[config.mk]
export PLATFORM = sky130hd
export DESIGN_NAME = usf_top
export DESIGN_NICKNAME = d
export VERILOG_FILES = /design/src/hdl/usf_pkg.sv /design/src/hdl/usf_fifo.sv /design/src/hdl/usf_top.sv
export SDC_FILE = /design/constraint.sdc
export NUM_CORES = 1
export LEC_CHECK = 0
export BUFFER_PORTS_ARGS = -buffer_cell sky130_fd_sc_hd__clkbuf_2
export CORE_ASPECT_RATIO = 1.2
export CORE_MARGIN = 3
export CORE_UTILIZATION = 61
export DETAILED_ROUTE_END_ITERATION = 6
export GPL_ROUTABILITY_DRIVEN = 0
export HOLD_SLACK_MARGIN = 0.12
export PLACE_DENSITY = 0.88
export SYNTH_ARGS = -nofsm -noshare
export SYNTH_HDL_FRONTEND = slang
export SYNTH_SLANG_ARGS = --single-unit
[constraint.sdc]
create_clock -name mclk_i -period 6 [get_ports mclk_i]
set_input_delay 1.5 -clock mclk_i [delete_from_list [all_inputs] [get_ports mclk_i]]
set_output_delay 1.5 -clock mclk_i [all_outputs]
set_load 0.01 [all_outputs]
[src/hdl/usf_pkg.sv]
// Shared constants, register map and carrier types for the serial status block
package usf_pkg;
   // Register byte addresses on the APB
   localparam logic [11:0] A_DATA = 12'h000;
   localparam logic [11:0] A_RSR = 12'h004;
   localparam logic [11:0] A_FLAGS = 12'h018;
   localparam logic [11:0] A_LCR = 12'h02C;
   localparam logic [11:0] A_CTRL = 12'h030;
   // Line control field positions
   localparam int LCR_PEN = 1;
   localparam int LCR_EPS = 2;
   localparam int LCR_STP2 = 3;
   localparam int LCR_FEN = 4;
   localparam int LCR_WLEN_LO = 5;
   localparam int LCR_SPS = 7;
   localparam logic [7:0] LCR_RESET = 8'h00;
   localparam int CTRL_EN = 0;
   // Flag register bit positions
   localparam int FL_TX_EMPTY_FLAG = 7;
   localparam int FL_RX_FULL_FLAG = 6;
   localparam int FL_TX_FULL_FLAG = 5;
   localparam int FL_RX_EMPTY_FLAG = 4;
   localparam int FL_BUSY = 3;
   // Receive status bit positions
   localparam int RS_FE = 0;
   localparam int RS_PE = 1;
   localparam int RS_BE = 2;
   localparam int RS_OE = 3;
   // Timing and depth
   localparam int BIT_CYC = 16;
   localparam logic [7:0] BIT_LAST = 8'(BIT_CYC - 1);
   localparam logic [7:0] HALF_LAST = 8'(BIT_CYC / 2 - 1);
   localparam logic [3:0] WLEN_BASE = 4'h5;
   localparam int FIFO_DEPTH = 16;
   localparam int PTR_W = 4;
   localparam int CNT_W = 5;
   localparam logic [CNT_W-1:0] FIFO_FULL_CNT = 5'h10;

   typedef struct packed {
      logic psel;
      logic penable;
      logic pwrite;
      logic [11:0] paddr;
      logic [31:0] pwdata;
   } usf_apb_req_s;

   typedef struct packed {
      logic oe;
      logic be;
      logic pe;
      logic fe;
      logic [7:0] data;
   } usf_rx_entry_s;

   typedef enum logic [2:0] {S_IDLE, S_START, S_DATA, S_PAR, S_STOP, S_STOP2, S_BRK} usf_ser_e;
endpackage

[src/hdl/usf_fifo.sv]
// Circular FIFO that can shrink to a single holding register
`timescale 1ns/1ps
module usf_fifo
   import usf_pkg::*;
#(
   parameter int W = 8
) (
   input wire logic mclk_i,
   input wire logic nrst_i,
   input wire logic push_i,
   input wire logic [W-1:0] wdata_i,
   input wire logic pop_i,
   input wire logic depth1_i,
   output logic [W-1:0] rdata_o,
   output logic full_o,
   output logic empty_o
);
   typedef struct packed {
      logic [FIFO_DEPTH-1:0][W-1:0] mem;
      logic [PTR_W-1:0] wp;
      logic [PTR_W-1:0] rp;
      logic [CNT_W-1:0] cnt;
   } usf_fifo_state_s;

   usf_fifo_state_s st;
   usf_fifo_state_s next_st;
   logic do_push;
   logic do_pop;

   // Single-entry mode only changes when full is seen
   assign full_o = depth1_i ? (st.cnt != '0) : (st.cnt == FIFO_FULL_CNT);
   assign empty_o = (st.cnt == '0);
   assign rdata_o = st.mem[st.rp];
   assign do_push = push_i && !full_o;
   assign do_pop = pop_i && !empty_o;

   always_comb begin
      next_st = st;
      if (do_push) begin
         next_st.mem[st.wp] = wdata_i;
         next_st.wp = st.wp + 1'b1;
      end
      if (do_pop) begin
         next_st.rp = st.rp + 1'b1;
      end
      if (do_push && !do_pop) begin
         next_st.cnt = st.cnt + 1'b1;
      end else if (do_pop && !do_push) begin
         next_st.cnt = st.cnt - 1'b1;
      end
   end

   always_ff @(posedge mclk_i or negedge nrst_i) begin
      if (!nrst_i) begin
         st <= '0;
      end else begin
         st <= next_st;
      end
   end
endmodule // usf_fifo

[src/hdl/usf_top.sv]
// Serial port receive error flags, error clear and line flag register on APB
// What this block does
// - Overrun flag sets when a character arrives with receive FIFO full; stays until clear.
// - On overrun the FIFO keeps its entries and takes no new one.
// - Break flag sets when the line stays low a whole frame.
// - A break loads exactly one all-zero character into the receive FIFO.
// - After break, wait for line high and a new start bit.
// - In FIFO mode errors travel with the character at the FIFO head.
// - Parity error sets when received parity disagrees with even/stick parity setting, except in a break (whole frame low).
// - Framing error sets when the stop bit is sampled low, except in a break (whole frame low), which stores the break bit and no framing or parity error.
// - Any write to error clear clears framing, parity, break and overrun.
// - After reset tx/rx full and busy read 0, tx/rx empty read 1.
// - Flag bit 7 shows transmit holding register or FIFO empty.
// - Flag bit 6 shows receive holding register or FIFO full.
// - Flag bit 5 shows transmit holding register or FIFO full.
// - Flag bit 4 shows receive holding register or FIFO empty.
// - Busy stays 1 until the last stop bit has left the shifter.
// - Busy is 1 whenever the transmit FIFO holds data, enabled or not.
// - Each received byte is stored with its four status bits as 12 bits.
// - Receive status gathers the errors of every entry read, sticky until cleared; overrun shows at once.
// - FIFO enable bit 4 selects FIFOs; else single-entry holding registers.
`timescale 1ns/1ps
module usf_top
   import usf_pkg::*;
(
   input wire logic mclk_i,
   input wire logic nrst_i,
   input wire usf_apb_req_s apb_i,
   output logic [31:0] prdata_o,
   output logic pready_o,
   output logic pslverr_o,
   input wire logic rx_i,
   output logic tx_o
);
   typedef struct packed {
      usf_ser_e rx_st;
      logic [7:0] rx_cnt;
      logic [3:0] rx_bits;
      logic [7:0] rx_shift;
      logic rx_perr;
      logic rx_zero;
      logic ovr_pend;
      usf_ser_e tx_st;
      logic [7:0] tx_cnt;
      logic [3:0] tx_bits;
      logic [7:0] tx_shift;
      logic tx_line;
      logic [7:0] lcr;
      logic en;
      logic [3:0] rsr;
      logic [31:0] prdata;
      logic pslverr;
   } usf_state_s;

   usf_state_s st;
   usf_state_s next_st;

   logic fifo_enable_bit;
   logic pen;
   logic [3:0] wlen;
   logic setup;
   logic access;
   logic rx_push;
   usf_rx_entry_s rx_word;
   usf_rx_entry_s rx_head;
   logic rx_pop;
   logic rx_full;
   logic rx_empty;
   logic tx_push;
   logic tx_pop;
   logic [7:0] tx_head;
   logic tx_full;
   logic tx_empty;
   logic busy;
   logic overrun;
   logic brk_push;
   logic [7:0] flags;

   assign fifo_enable_bit = st.lcr[LCR_FEN];
   assign pen = st.lcr[LCR_PEN];
   assign wlen = WLEN_BASE + {2'b00, st.lcr[LCR_WLEN_LO+1:LCR_WLEN_LO]};
   assign setup = apb_i.psel && !apb_i.penable;
   assign access = apb_i.psel && apb_i.penable;
   assign pready_o = 1'b1;
   assign prdata_o = st.prdata;
   assign pslverr_o = access && st.pslverr;
   assign tx_o = st.tx_line;

   // Expected parity bit for the current character
   function automatic logic par_bit(input logic [7:0] d, input logic [7:0] lcr);
      logic r;
      r = 1'b0;
      if (lcr[LCR_SPS]) begin
         r = !lcr[LCR_EPS];
      end else begin
         r = lcr[LCR_EPS] ? ^d : ~^d;
      end
      return r;
   endfunction

   // 12-bit entries; a single-entry holding register in character mode
   usf_fifo #(.W(12)) rx_fifo (
      .mclk_i(mclk_i),
      .nrst_i(nrst_i),
      .push_i(rx_push),
      .wdata_i(rx_word),
      .pop_i(rx_pop),
      .depth1_i(!fifo_enable_bit),
      .rdata_o(rx_head),
      .full_o(rx_full),
      .empty_o(rx_empty)
   );

   usf_fifo #(.W(8)) tx_fifo (
      .mclk_i(mclk_i),
      .nrst_i(nrst_i),
      .push_i(tx_push),
      .wdata_i(apb_i.pwdata[7:0]),
      .pop_i(tx_pop),
      .depth1_i(!fifo_enable_bit),
      .rdata_o(tx_head),
      .full_o(tx_full),
      .empty_o(tx_empty)
   );

   // Busy covers queued data even with the port disabled
   assign busy = !tx_empty || (st.tx_st != S_IDLE);

   always_comb begin
      flags = 8'h00;
      flags[FL_TX_EMPTY_FLAG] = tx_empty;
      flags[FL_RX_FULL_FLAG] = rx_full;
      flags[FL_TX_FULL_FLAG] = tx_full;
      flags[FL_RX_EMPTY_FLAG] = rx_empty;
      flags[FL_BUSY] = busy;
   end

   always_comb begin
      next_st = st;
      rx_push = 1'b0;
      rx_word = '0;
      rx_pop = 1'b0;
      tx_push = 1'b0;
      tx_pop = 1'b0;
      brk_push = 1'b0;

      // Receiver
      next_st.rx_cnt = st.rx_cnt + 8'h01;
      unique case (st.rx_st)
         S_IDLE: begin
            next_st.rx_cnt = 8'h00;
            if (st.en && !rx_i) begin
               next_st.rx_st = S_START;
               next_st.rx_shift = 8'h00;
               next_st.rx_bits = 4'h0;
            end
         end
         S_START: begin
            if (st.rx_cnt == HALF_LAST) begin
               next_st.rx_cnt = 8'h00;
               next_st.rx_zero = 1'b1;
               next_st.rx_st = rx_i ? S_IDLE : S_DATA;
            end
         end
         S_DATA: begin
            if (st.rx_cnt == BIT_LAST) begin
               next_st.rx_cnt = 8'h00;
               next_st.rx_shift[st.rx_bits[2:0]] = rx_i;
               next_st.rx_zero = st.rx_zero && !rx_i;
               next_st.rx_bits = st.rx_bits + 4'h1;
               if (st.rx_bits + 4'h1 == wlen) begin
                  next_st.rx_perr = 1'b0;
                  next_st.rx_st = pen ? S_PAR : S_STOP;
               end
            end
         end
         S_PAR: begin
            if (st.rx_cnt == BIT_LAST) begin
               next_st.rx_cnt = 8'h00;
               next_st.rx_zero = st.rx_zero && !rx_i;
               next_st.rx_perr = (rx_i != par_bit(st.rx_shift, st.lcr));
               next_st.rx_st = S_STOP;
            end
         end
         S_STOP: begin
            if (st.rx_cnt == BIT_LAST) begin
               next_st.rx_cnt = 8'h00;
               rx_push = 1'b1;
               rx_word.oe = st.ovr_pend;
               if (st.rx_zero && !rx_i) begin
                  // Whole frame low: one zero character, then wait for mark
                  brk_push = 1'b1;
                  rx_word.be = 1'b1;
                  next_st.rx_st = S_BRK;
               end else begin
                  rx_word.data = st.rx_shift;
                  rx_word.pe = st.rx_perr;
                  rx_word.fe = !rx_i;
                  next_st.rx_st = S_IDLE;
               end
            end
         end
         S_BRK: begin
            next_st.rx_cnt = 8'h00;
            if (rx_i) begin
               next_st.rx_st = S_IDLE;
            end
         end
         default: begin
            next_st.rx_st = S_IDLE;
         end
      endcase

      // Overrun: flag at once, FIFO untouched, mark the next stored entry
      if (overrun) begin
         next_st.ovr_pend = 1'b1;
      end else if (rx_push) begin
         next_st.ovr_pend = 1'b0;
      end

      // Transmitter
      next_st.tx_cnt = st.tx_cnt + 8'h01;
      unique case (st.tx_st)
         S_IDLE, S_BRK: begin
            next_st.tx_cnt = 8'h00;
            next_st.tx_line = 1'b1;
            if (st.en && !tx_empty) begin
               tx_pop = 1'b1;
               // Bits above the word length must not reach the parity
               next_st.tx_shift = tx_head & (8'hFF >> (4'h8 - wlen));
               next_st.tx_bits = 4'h0;
               next_st.tx_line = 1'b0;
               next_st.tx_st = S_START;
            end
         end
         S_START, S_DATA: begin
            if (st.tx_cnt == BIT_LAST) begin
               next_st.tx_cnt = 8'h00;
               if (st.tx_st == S_DATA && st.tx_bits == wlen) begin
                  next_st.tx_line = pen ? par_bit(st.tx_shift, st.lcr) : 1'b1;
                  next_st.tx_st = pen ? S_PAR : S_STOP;
               end else begin
                  next_st.tx_line = st.tx_shift[st.tx_bits[2:0]];
                  next_st.tx_bits = st.tx_bits + 4'h1;
                  next_st.tx_st = S_DATA;
               end
            end
         end
         S_PAR: begin
            if (st.tx_cnt == BIT_LAST) begin
               next_st.tx_cnt = 8'h00;
               next_st.tx_line = 1'b1;
               next_st.tx_st = S_STOP;
            end
         end
         S_STOP: begin
            if (st.tx_cnt == BIT_LAST) begin
               next_st.tx_cnt = 8'h00;
               next_st.tx_st = st.lcr[LCR_STP2] ? S_STOP2 : S_IDLE;
            end
         end
         S_STOP2: begin
            if (st.tx_cnt == BIT_LAST) begin
               next_st.tx_cnt = 8'h00;
               next_st.tx_st = S_IDLE;
            end
         end
         default: begin
            next_st.tx_st = S_IDLE;
         end
      endcase

      // APB: read data captured in setup, side effects at access edge
      next_st.pslverr = 1'b0;
      if (setup) begin
         next_st.prdata = 32'h0000_0000;
         unique case (apb_i.paddr)
            A_DATA: next_st.prdata = rx_empty ? 32'h0000_0000 : {20'h00000, rx_head};
            A_RSR: next_st.prdata = {28'h0000000, st.rsr};
            A_FLAGS: next_st.prdata = {24'h000000, flags};
            A_LCR: next_st.prdata = {24'h000000, st.lcr};
            A_CTRL: next_st.prdata = {31'h00000000, st.en};
            default: next_st.pslverr = 1'b1;
         endcase
      end else begin
         next_st.pslverr = st.pslverr;
      end
      if (access) begin
         if (apb_i.pwrite) begin
            unique case (apb_i.paddr)
               A_DATA: tx_push = 1'b1;
               A_RSR: next_st.rsr = 4'h0;
               A_LCR: next_st.lcr = apb_i.pwdata[7:0];
               A_CTRL: next_st.en = apb_i.pwdata[CTRL_EN];
               default: ;
            endcase
         end else if (apb_i.paddr == A_DATA && !rx_empty) begin
            rx_pop = 1'b1;
            // Status follows the entry just read, sticky until cleared
            next_st.rsr[RS_FE] = next_st.rsr[RS_FE] | rx_head.fe;
            next_st.rsr[RS_PE] = next_st.rsr[RS_PE] | rx_head.pe;
            next_st.rsr[RS_BE] = next_st.rsr[RS_BE] | rx_head.be;
         end
      end
      // Set wins over a same-cycle clear
      if (overrun) begin
         next_st.rsr[RS_OE] = 1'b1;
      end
      if (rx_pop) begin
         next_st.rsr[RS_FE] = next_st.rsr[RS_FE] | rx_head.fe;
         next_st.rsr[RS_PE] = next_st.rsr[RS_PE] | rx_head.pe;
         next_st.rsr[RS_BE] = next_st.rsr[RS_BE] | rx_head.be;
      end
   end

   // Push while full, even with a same-cycle pop: the 12-bit entry is dropped
   assign overrun = rx_push && rx_full;

   always_ff @(posedge mclk_i or negedge nrst_i) begin
      if (!nrst_i) begin
         st <= '{rx_st: S_IDLE, tx_st: S_IDLE, tx_line: 1'b1, lcr: LCR_RESET, default: '0};
      end else begin
         st <= next_st;
      end
   end
endmodule // usf_top

After elaboration in Yosys (flattened, before gate mapping)
Cells that the tools add are included.
{"block": "totals", "word_cells": 282, "register_bits": 442, "input_bits": 50}
{"block": "op_classes", "eq_ne": 36, "n_bitwise": 7, "n_lt_le_gt_ge": 9, "addsub": 14, "reduce_logical": 70, "shifts": 1, "n_mux": 89}
{"op": "bitwise mux 192 bit", "count": 1}
{"op": "bitwise mux 128 bit", "count": 1}
{"op": "one-hot mux 8 bit (5 select lines)", "count": 2}
{"op": "two-way mux 12 bit", "count": 6}
{"op": "two-way mux 11 bit", "count": 6}
{"op": "one-hot mux 12 bit (5 select lines)", "count": 1}
{"op": "binary-select mux 12 bit (select 4 bit)", "count": 1}
{"op": "demux 12 bit (select 4 bit)", "count": 1}
{"op": "two-way mux 3 bit", "count": 11}
{"op": "binary-select mux 8 bit (select 4 bit)", "count": 1}
{"op": "demux 8 bit (select 4 bit)", "count": 1}
{"op": "two-way mux 1 bit", "count": 32}
{"op": "!= test 2 bit (second input constant)", "count": 13}
{"op": "two-way mux 25 bit", "count": 1}
{"op": "adder 4 x 1 -> 4 bit (second input constant)", "count": 6}
{"op": "equality test 12 x 6 -> 1 bit (second input constant)", "count": 2}
{"op": "one-hot mux 12 bit (2 select lines)", "count": 1}
{"op": "logical AND 1 bit", "count": 20}
{"op": "less-than comparator 4 x 5 -> 1 bit (second input constant)", "count": 4}
{"op": "two-way mux 5 bit", "count": 4}
{"op": "one-hot mux 3 bit (6 select lines)", "count": 1}
{"op": "nonzero test 2 bit", "count": 9}
{"op": "adder 8 x 1 -> 8 bit (second input constant)", "count": 2}
{"op": "equality test 8 x 4 -> 1 bit (second input constant)", "count": 2}
{"op": "other kinds (48)", "count": 97}

Logic depth before layout (Yosys ltp)
{"block": "depth", "ltp_word": 10, "ltp_mapped": 15, "mapped_depth_nobuf": 13}

Cells and area by module
Synthesis repeated with hierarchy kept, for this count alone.
{"block": "unflattened", "cells_unflattened": 1671, "area_unflattened_um2": 21240.4}
{"mod": "usf_fifo (rx_fifo)", "area_each_um2": 9987.1, "instances": 1, "cells_each": 682, "seq_area_each_um2": 5129.9}
{"mod": "usf_fifo (tx_fifo)", "area_each_um2": 6636.4, "instances": 1, "cells_each": 471, "seq_area_each_um2": 3528.4}
{"mod": "usf_top", "area_each_um2": 4616.9, "instances": 1, "cells_each": 518, "seq_area_each_um2": 1903.1}

Worst setup path before layout
OpenSTA, ideal clock, no wires.
{"block": "synth_path", "path_type": "input to register", "from": "input port apb_i[33] (netlist bit)", "to": "register rx_fifo.st[4] (netlist bit)", "path_slack_ps": 1501, "required_ps": 5875, "path_stages": 14, "t_arrival_ps": 4374, "path_cell_list": "or4_1 nor4_4 nor3b_2 and4b_1 buf_2 inv_1 ha_1 inv_1 ha_1 a21o_1 a21oi_1 xnor2_1 nor2_1 xor2_1"}
{"block": "synth_via", "elab_chain_len": 9, "elab_cells_between_ends": 11}
{"element": "start, declared", "line_no": "usf_top.sv:28", "source": "input wire usf_apb_req_s apb_i,"}
{"element": "logical NOT 12 bit *", "line_no": "usf_top.sv:297", "source": "end else if (apb_i.paddr == A_DATA && !rx_empty) begin"}
{"element": "logical AND 1 bit *", "line_no": "usf_top.sv:297"}
{"element": "two-way mux 1 bit *", "line_no": "usf_top.sv:297"}
{"element": "two-way mux 1 bit *", "line_no": "usf_top.sv:289", "source": "if (apb_i.pwrite) begin"}
{"element": "two-way mux 1 bit *", "line_no": "usf_top.sv:288", "source": "if (access) begin"}
{"element": "logical AND 1 bit *", "line_no": "usf_fifo.sv:35", "source": "assign do_pop = pop_i && !empty_o;"}
{"element": "logical NOT 1 bit", "line_no": "usf_fifo.sv:46", "source": "if (do_push && !do_pop) begin"}
{"element": "logical AND 1 bit", "line_no": "usf_fifo.sv:46"}
{"element": "two-way mux 5 bit / nonzero test 2 bit (equally long branches)"}
{"element": "end signal, assigned", "line_no": "usf_fifo.sv:57", "source": "st <= next_st;"}
{"element": "end, declared", "line_no": "usf_fifo.sv:25", "source": "usf_fifo_state_s st;"}
Mark *: on every way between the ends. The rest lies on a longest branch, timed or not.
A chain may end at the register's enable or synchronous reset.

Final worst setup path
Same ends and word-level chain as after synthesis.

==> metrics.log <==
[metrics] worst setup margin: 1.68 ns
[metrics] count of synthesis-stage warnings from yosys: 0
[metrics] average routed wire per standard cell: 21.7 um
[metrics] GRT Util Overall: 26.7%
[metrics] ratio of total power to cell area: 254 nW/um^2
[metrics] RSZ-0062 raised after global routing: false
[metrics] area of the core: 32400 um^2
[metrics] number of design rule violations left after detail routing: 0
[metrics] TritonCTS buffer count: 42
[metrics] number of enable-type register cells in the synthesized netlist: 0
[metrics] Leakage: 0.00983 uW
[metrics] post-layout net count: 1752
[metrics] most frequent standard cell in the layout excluding fill and tap cells: dfrtp_1
[metrics] clock sink total: 422
[metrics] final setup fails: 0
[metrics] Max Cap Viol: 0
[metrics] Crit Path Class: input port to flop
[metrics] status: finished, final reports clean
[metrics] register cell area after layout: 10600 um^2
[metrics] number of global-route vias before repair: 14300
[metrics] Die Outline Area: 35300 um^2
[metrics] clock-pin slew on the worst setup and hold paths: 0.06 ns
[metrics] Critical Path Start Type: input port
[metrics] clock root cell: clkbuf_16
[metrics] Post-CTS Setup Inserts: 0
[metrics] leading post-synthesis cells by cell area: dfrtp_1, mux4_2, mux2_2
[metrics] commonest non-fill, non-tap cells in the layout: dfrtp_1, nand2_1, o21ai_0
[metrics] worst-margin pin slew: 1.23 ns
[metrics] area growth from synthesis to layout: 6.96%
[metrics] Critical R2R Launch: rx_fifo.st[0]
[metrics] total negative slack for setup checks: 0 ns
[metrics] number of DRC markers in iteration 0: 1068
[metrics] Crit Reg-Reg Endpoint: rx_fifo.st[93]
[metrics] startpoint of the worst hold path: st[85]
[metrics] area share of the leading cell type in the synthesized netlist: 52.3%
[metrics] worst relative slew slack: 17.7%
[metrics] CTS tree: built
[metrics] Worst setup EP type: flop
[metrics] Peak VDD IR: 261 uV
[metrics] wire length of the first global-routing pass: 74400 um
[metrics] share of cells above drive strength 1: 21.8%
[metrics] chip width: 172 um
[metrics] fin crit period: 4.32 ns
[metrics] die height: 205 um
[metrics] pin count of the biggest net entering global routing: 126
[metrics] cts repair resizes: 0
[metrics] final hold violations: 0
[metrics] arrival time at the worst endpoint: 4.76 ns
[metrics] maximum level of the CTS H-tree: 2
[metrics] aggregate routed wire length: 45900 um
[metrics] synthesized flop and latch total: 422
[metrics] residual antenna-violating net count after detailed routing: 0
[metrics] routed vias: 13600
[metrics] Worst Skew: 0.0269 ns
[metrics] worst reg2reg setup slack: 1.93 ns
[metrics] Post-Synthesis Cell Area: 20200 um^2
[metrics] endpoint of the worst hold-timing path: st[85]
[metrics] Post-Synthesis Mean Instance Area: 11.8 um^2
[metrics] starting density of the core: 62.2%
[metrics] number of port buffers: 39
[metrics] Setup WS pre-CTS: 1.14 ns
[metrics] number of cells on the worst reg-to-reg path: 6
[metrics] estimated wirelength of the detail-placed design: 29500 um
[metrics] number of unique standard cell types used by synthesis: 71
[metrics] clock latency on the worst-skew pair: 0.56 ns
[metrics] via count normalized by instance count: 6.43
[metrics] fraction of registers with async set or reset after synthesis: 100%
[metrics] max-slew violation count: 0
[metrics] Fmax: 0.231 GHz
[metrics] Most used DFF post-synth: dfrtp_1
[metrics] share of the yosys chip area belonging to registers: 52.4%
[metrics] class of the tightest hold or removal check: flop to flop
[metrics] area used by multi-input combinational logic: 8780 um^2
[metrics] number of cells produced by synthesis: 1703
[metrics] Top-Level Pins: 85
[metrics] worst hold path stage count: 1
[metrics] cell row count: 72
[metrics] antenna violations before repair: 0
[metrics] CP max FO: 9
[metrics] Diodes inserted: 0
[metrics] data required time of the worst path: 6.44 ns
[metrics] maximum clock insertion buffer count: 3
[metrics] fraction of the cycle the final worst path needs: 72.0%
[metrics] Pre-Repair DR Iteration Count: 5
[metrics] library cell with the largest summed area after synthesis: dfrtp_1
[metrics] filler cell count: 2178
[metrics] Post-CTS Hold Buffers: 0
[metrics] total gr overflow: 0
[cell families after synthesis]
| group | after synthesis | share of synthesized area, % |
|---|---|---|
| adders and majority gates | 27 | 1.75 |
| AOI/OAI and AO/OA | 307 | 8.66 |
| and+or+nand+nor | 470 | 11.0 |
| muxes | 251 | 19.2 |
| xor gates and xnor gates | 58 | 2.52 |
| other | 2 | 0.0373 |
| DFF | 422 | 52.4 |
| buffers and inverters | 166 | 4.39 |
[through the flow]
| step | area, um^2 | total power (uW) | instances | hold WS [ns] | util [%] |
|---|---|---|---|---|---|
| floorplan | 20200 | 2970 | 1722 | 0.433 | - |
| global placement | 20300 | 3030 | 2038 | 0.446 | 62.5 |
| detailed placement | 20300 | 3040 | 2038 | 0.454 | 62.5 |
| CTS | 21600 | 5500 | 2112 | 0.462 | 66.5 |
| global route | 21600 | 5630 | 2112 | 0.497 | 66.5 |
| finish | 21600 | 5470 | 2112 | 0.461 | 66.5 |
[sequential cells by signal (all words and copies together), names as in the netlist]
register	count
fifo_enable_bit	1
pen	1
prdata_o	12
rx_fifo.st	205
st	61
tx_fifo.st	141
tx_o	1
[cell usage after synthesis, drive strengths merged, types with 9 or more instances]
cell / number
dfrtp: 421
nand2: 293
o21ai: 222
mux2: 138
mux4: 95
clkbuf: 81
buf: 58
nor2: 54
xnor2: 38
nand3: 32
ha: 25
a21oi: 20
xor2: 20
inv: 19
mux2i: 18
nor2b: 15
a22o: 10
and2: 10
nand4: 10
nand2b: 9
[per-layer routing]
layer  part of all wire, %  up-vias  GRT usage [%]
met5                     0        -              0
met4                   5.5        0           14.3
met3                   5.5      202           3.63
met2                    52      536           46.2
met1                    37     6914           32.5
li1                      -     5923              -
[report_power, final]
group | total (uW) | internal [uW] | switching [uW] | leakage [uW]
sequential | 2860 | 2850 | 6.12 | 0.00487
clock | 2490 | 1400 | 1080 | 0.000630
combinational | 124 | 26.2 | 97.9 | 0.00433
[worst max-delay path by stage]
stage	endpoint	from	slack, ns
floorplan	rx_fifo.st[4]	apb_i[33]	1.50
global placement	rx_fifo.st[4]	apb_i[33]	1.27
detailed placement	rx_fifo.st[4]	apb_i[33]	1.14
CTS	rx_fifo.st[4]	apb_i[33]	1.70
global route	rx_fifo.st[4]	apb_i[33]	1.44
finish	rx_fifo.st[4]	apb_i[33]	1.68
[worst max-delay path, stage by stage]
cell and delay (ns):
clkbuf_2 0.07, or4_1 0.64, nor4_4 0.23, nor3b_2 0.22
buf_4 0.19, and4b_1 0.41, inv_1 0.10, ha_1 0.24
inv_1 0.14, ha_1 0.29, a21o_1 0.19, a21oi_1 0.18
xnor2_1 0.13, nor2_1 0.06, xor2_1 0.15
[area by class of cell]
type                            instances  area share (%)
Inverter                               19           0.331
Timing Repair Buffer                   56            1.60
Sequential cell                       422            49.0
Multi-Input combinational cell       1134            40.7
Tap cell                              407            2.36
Clock inverter                          9           0.325
Clock buffer                           65            5.65
(Power assumes the default switching activity.)
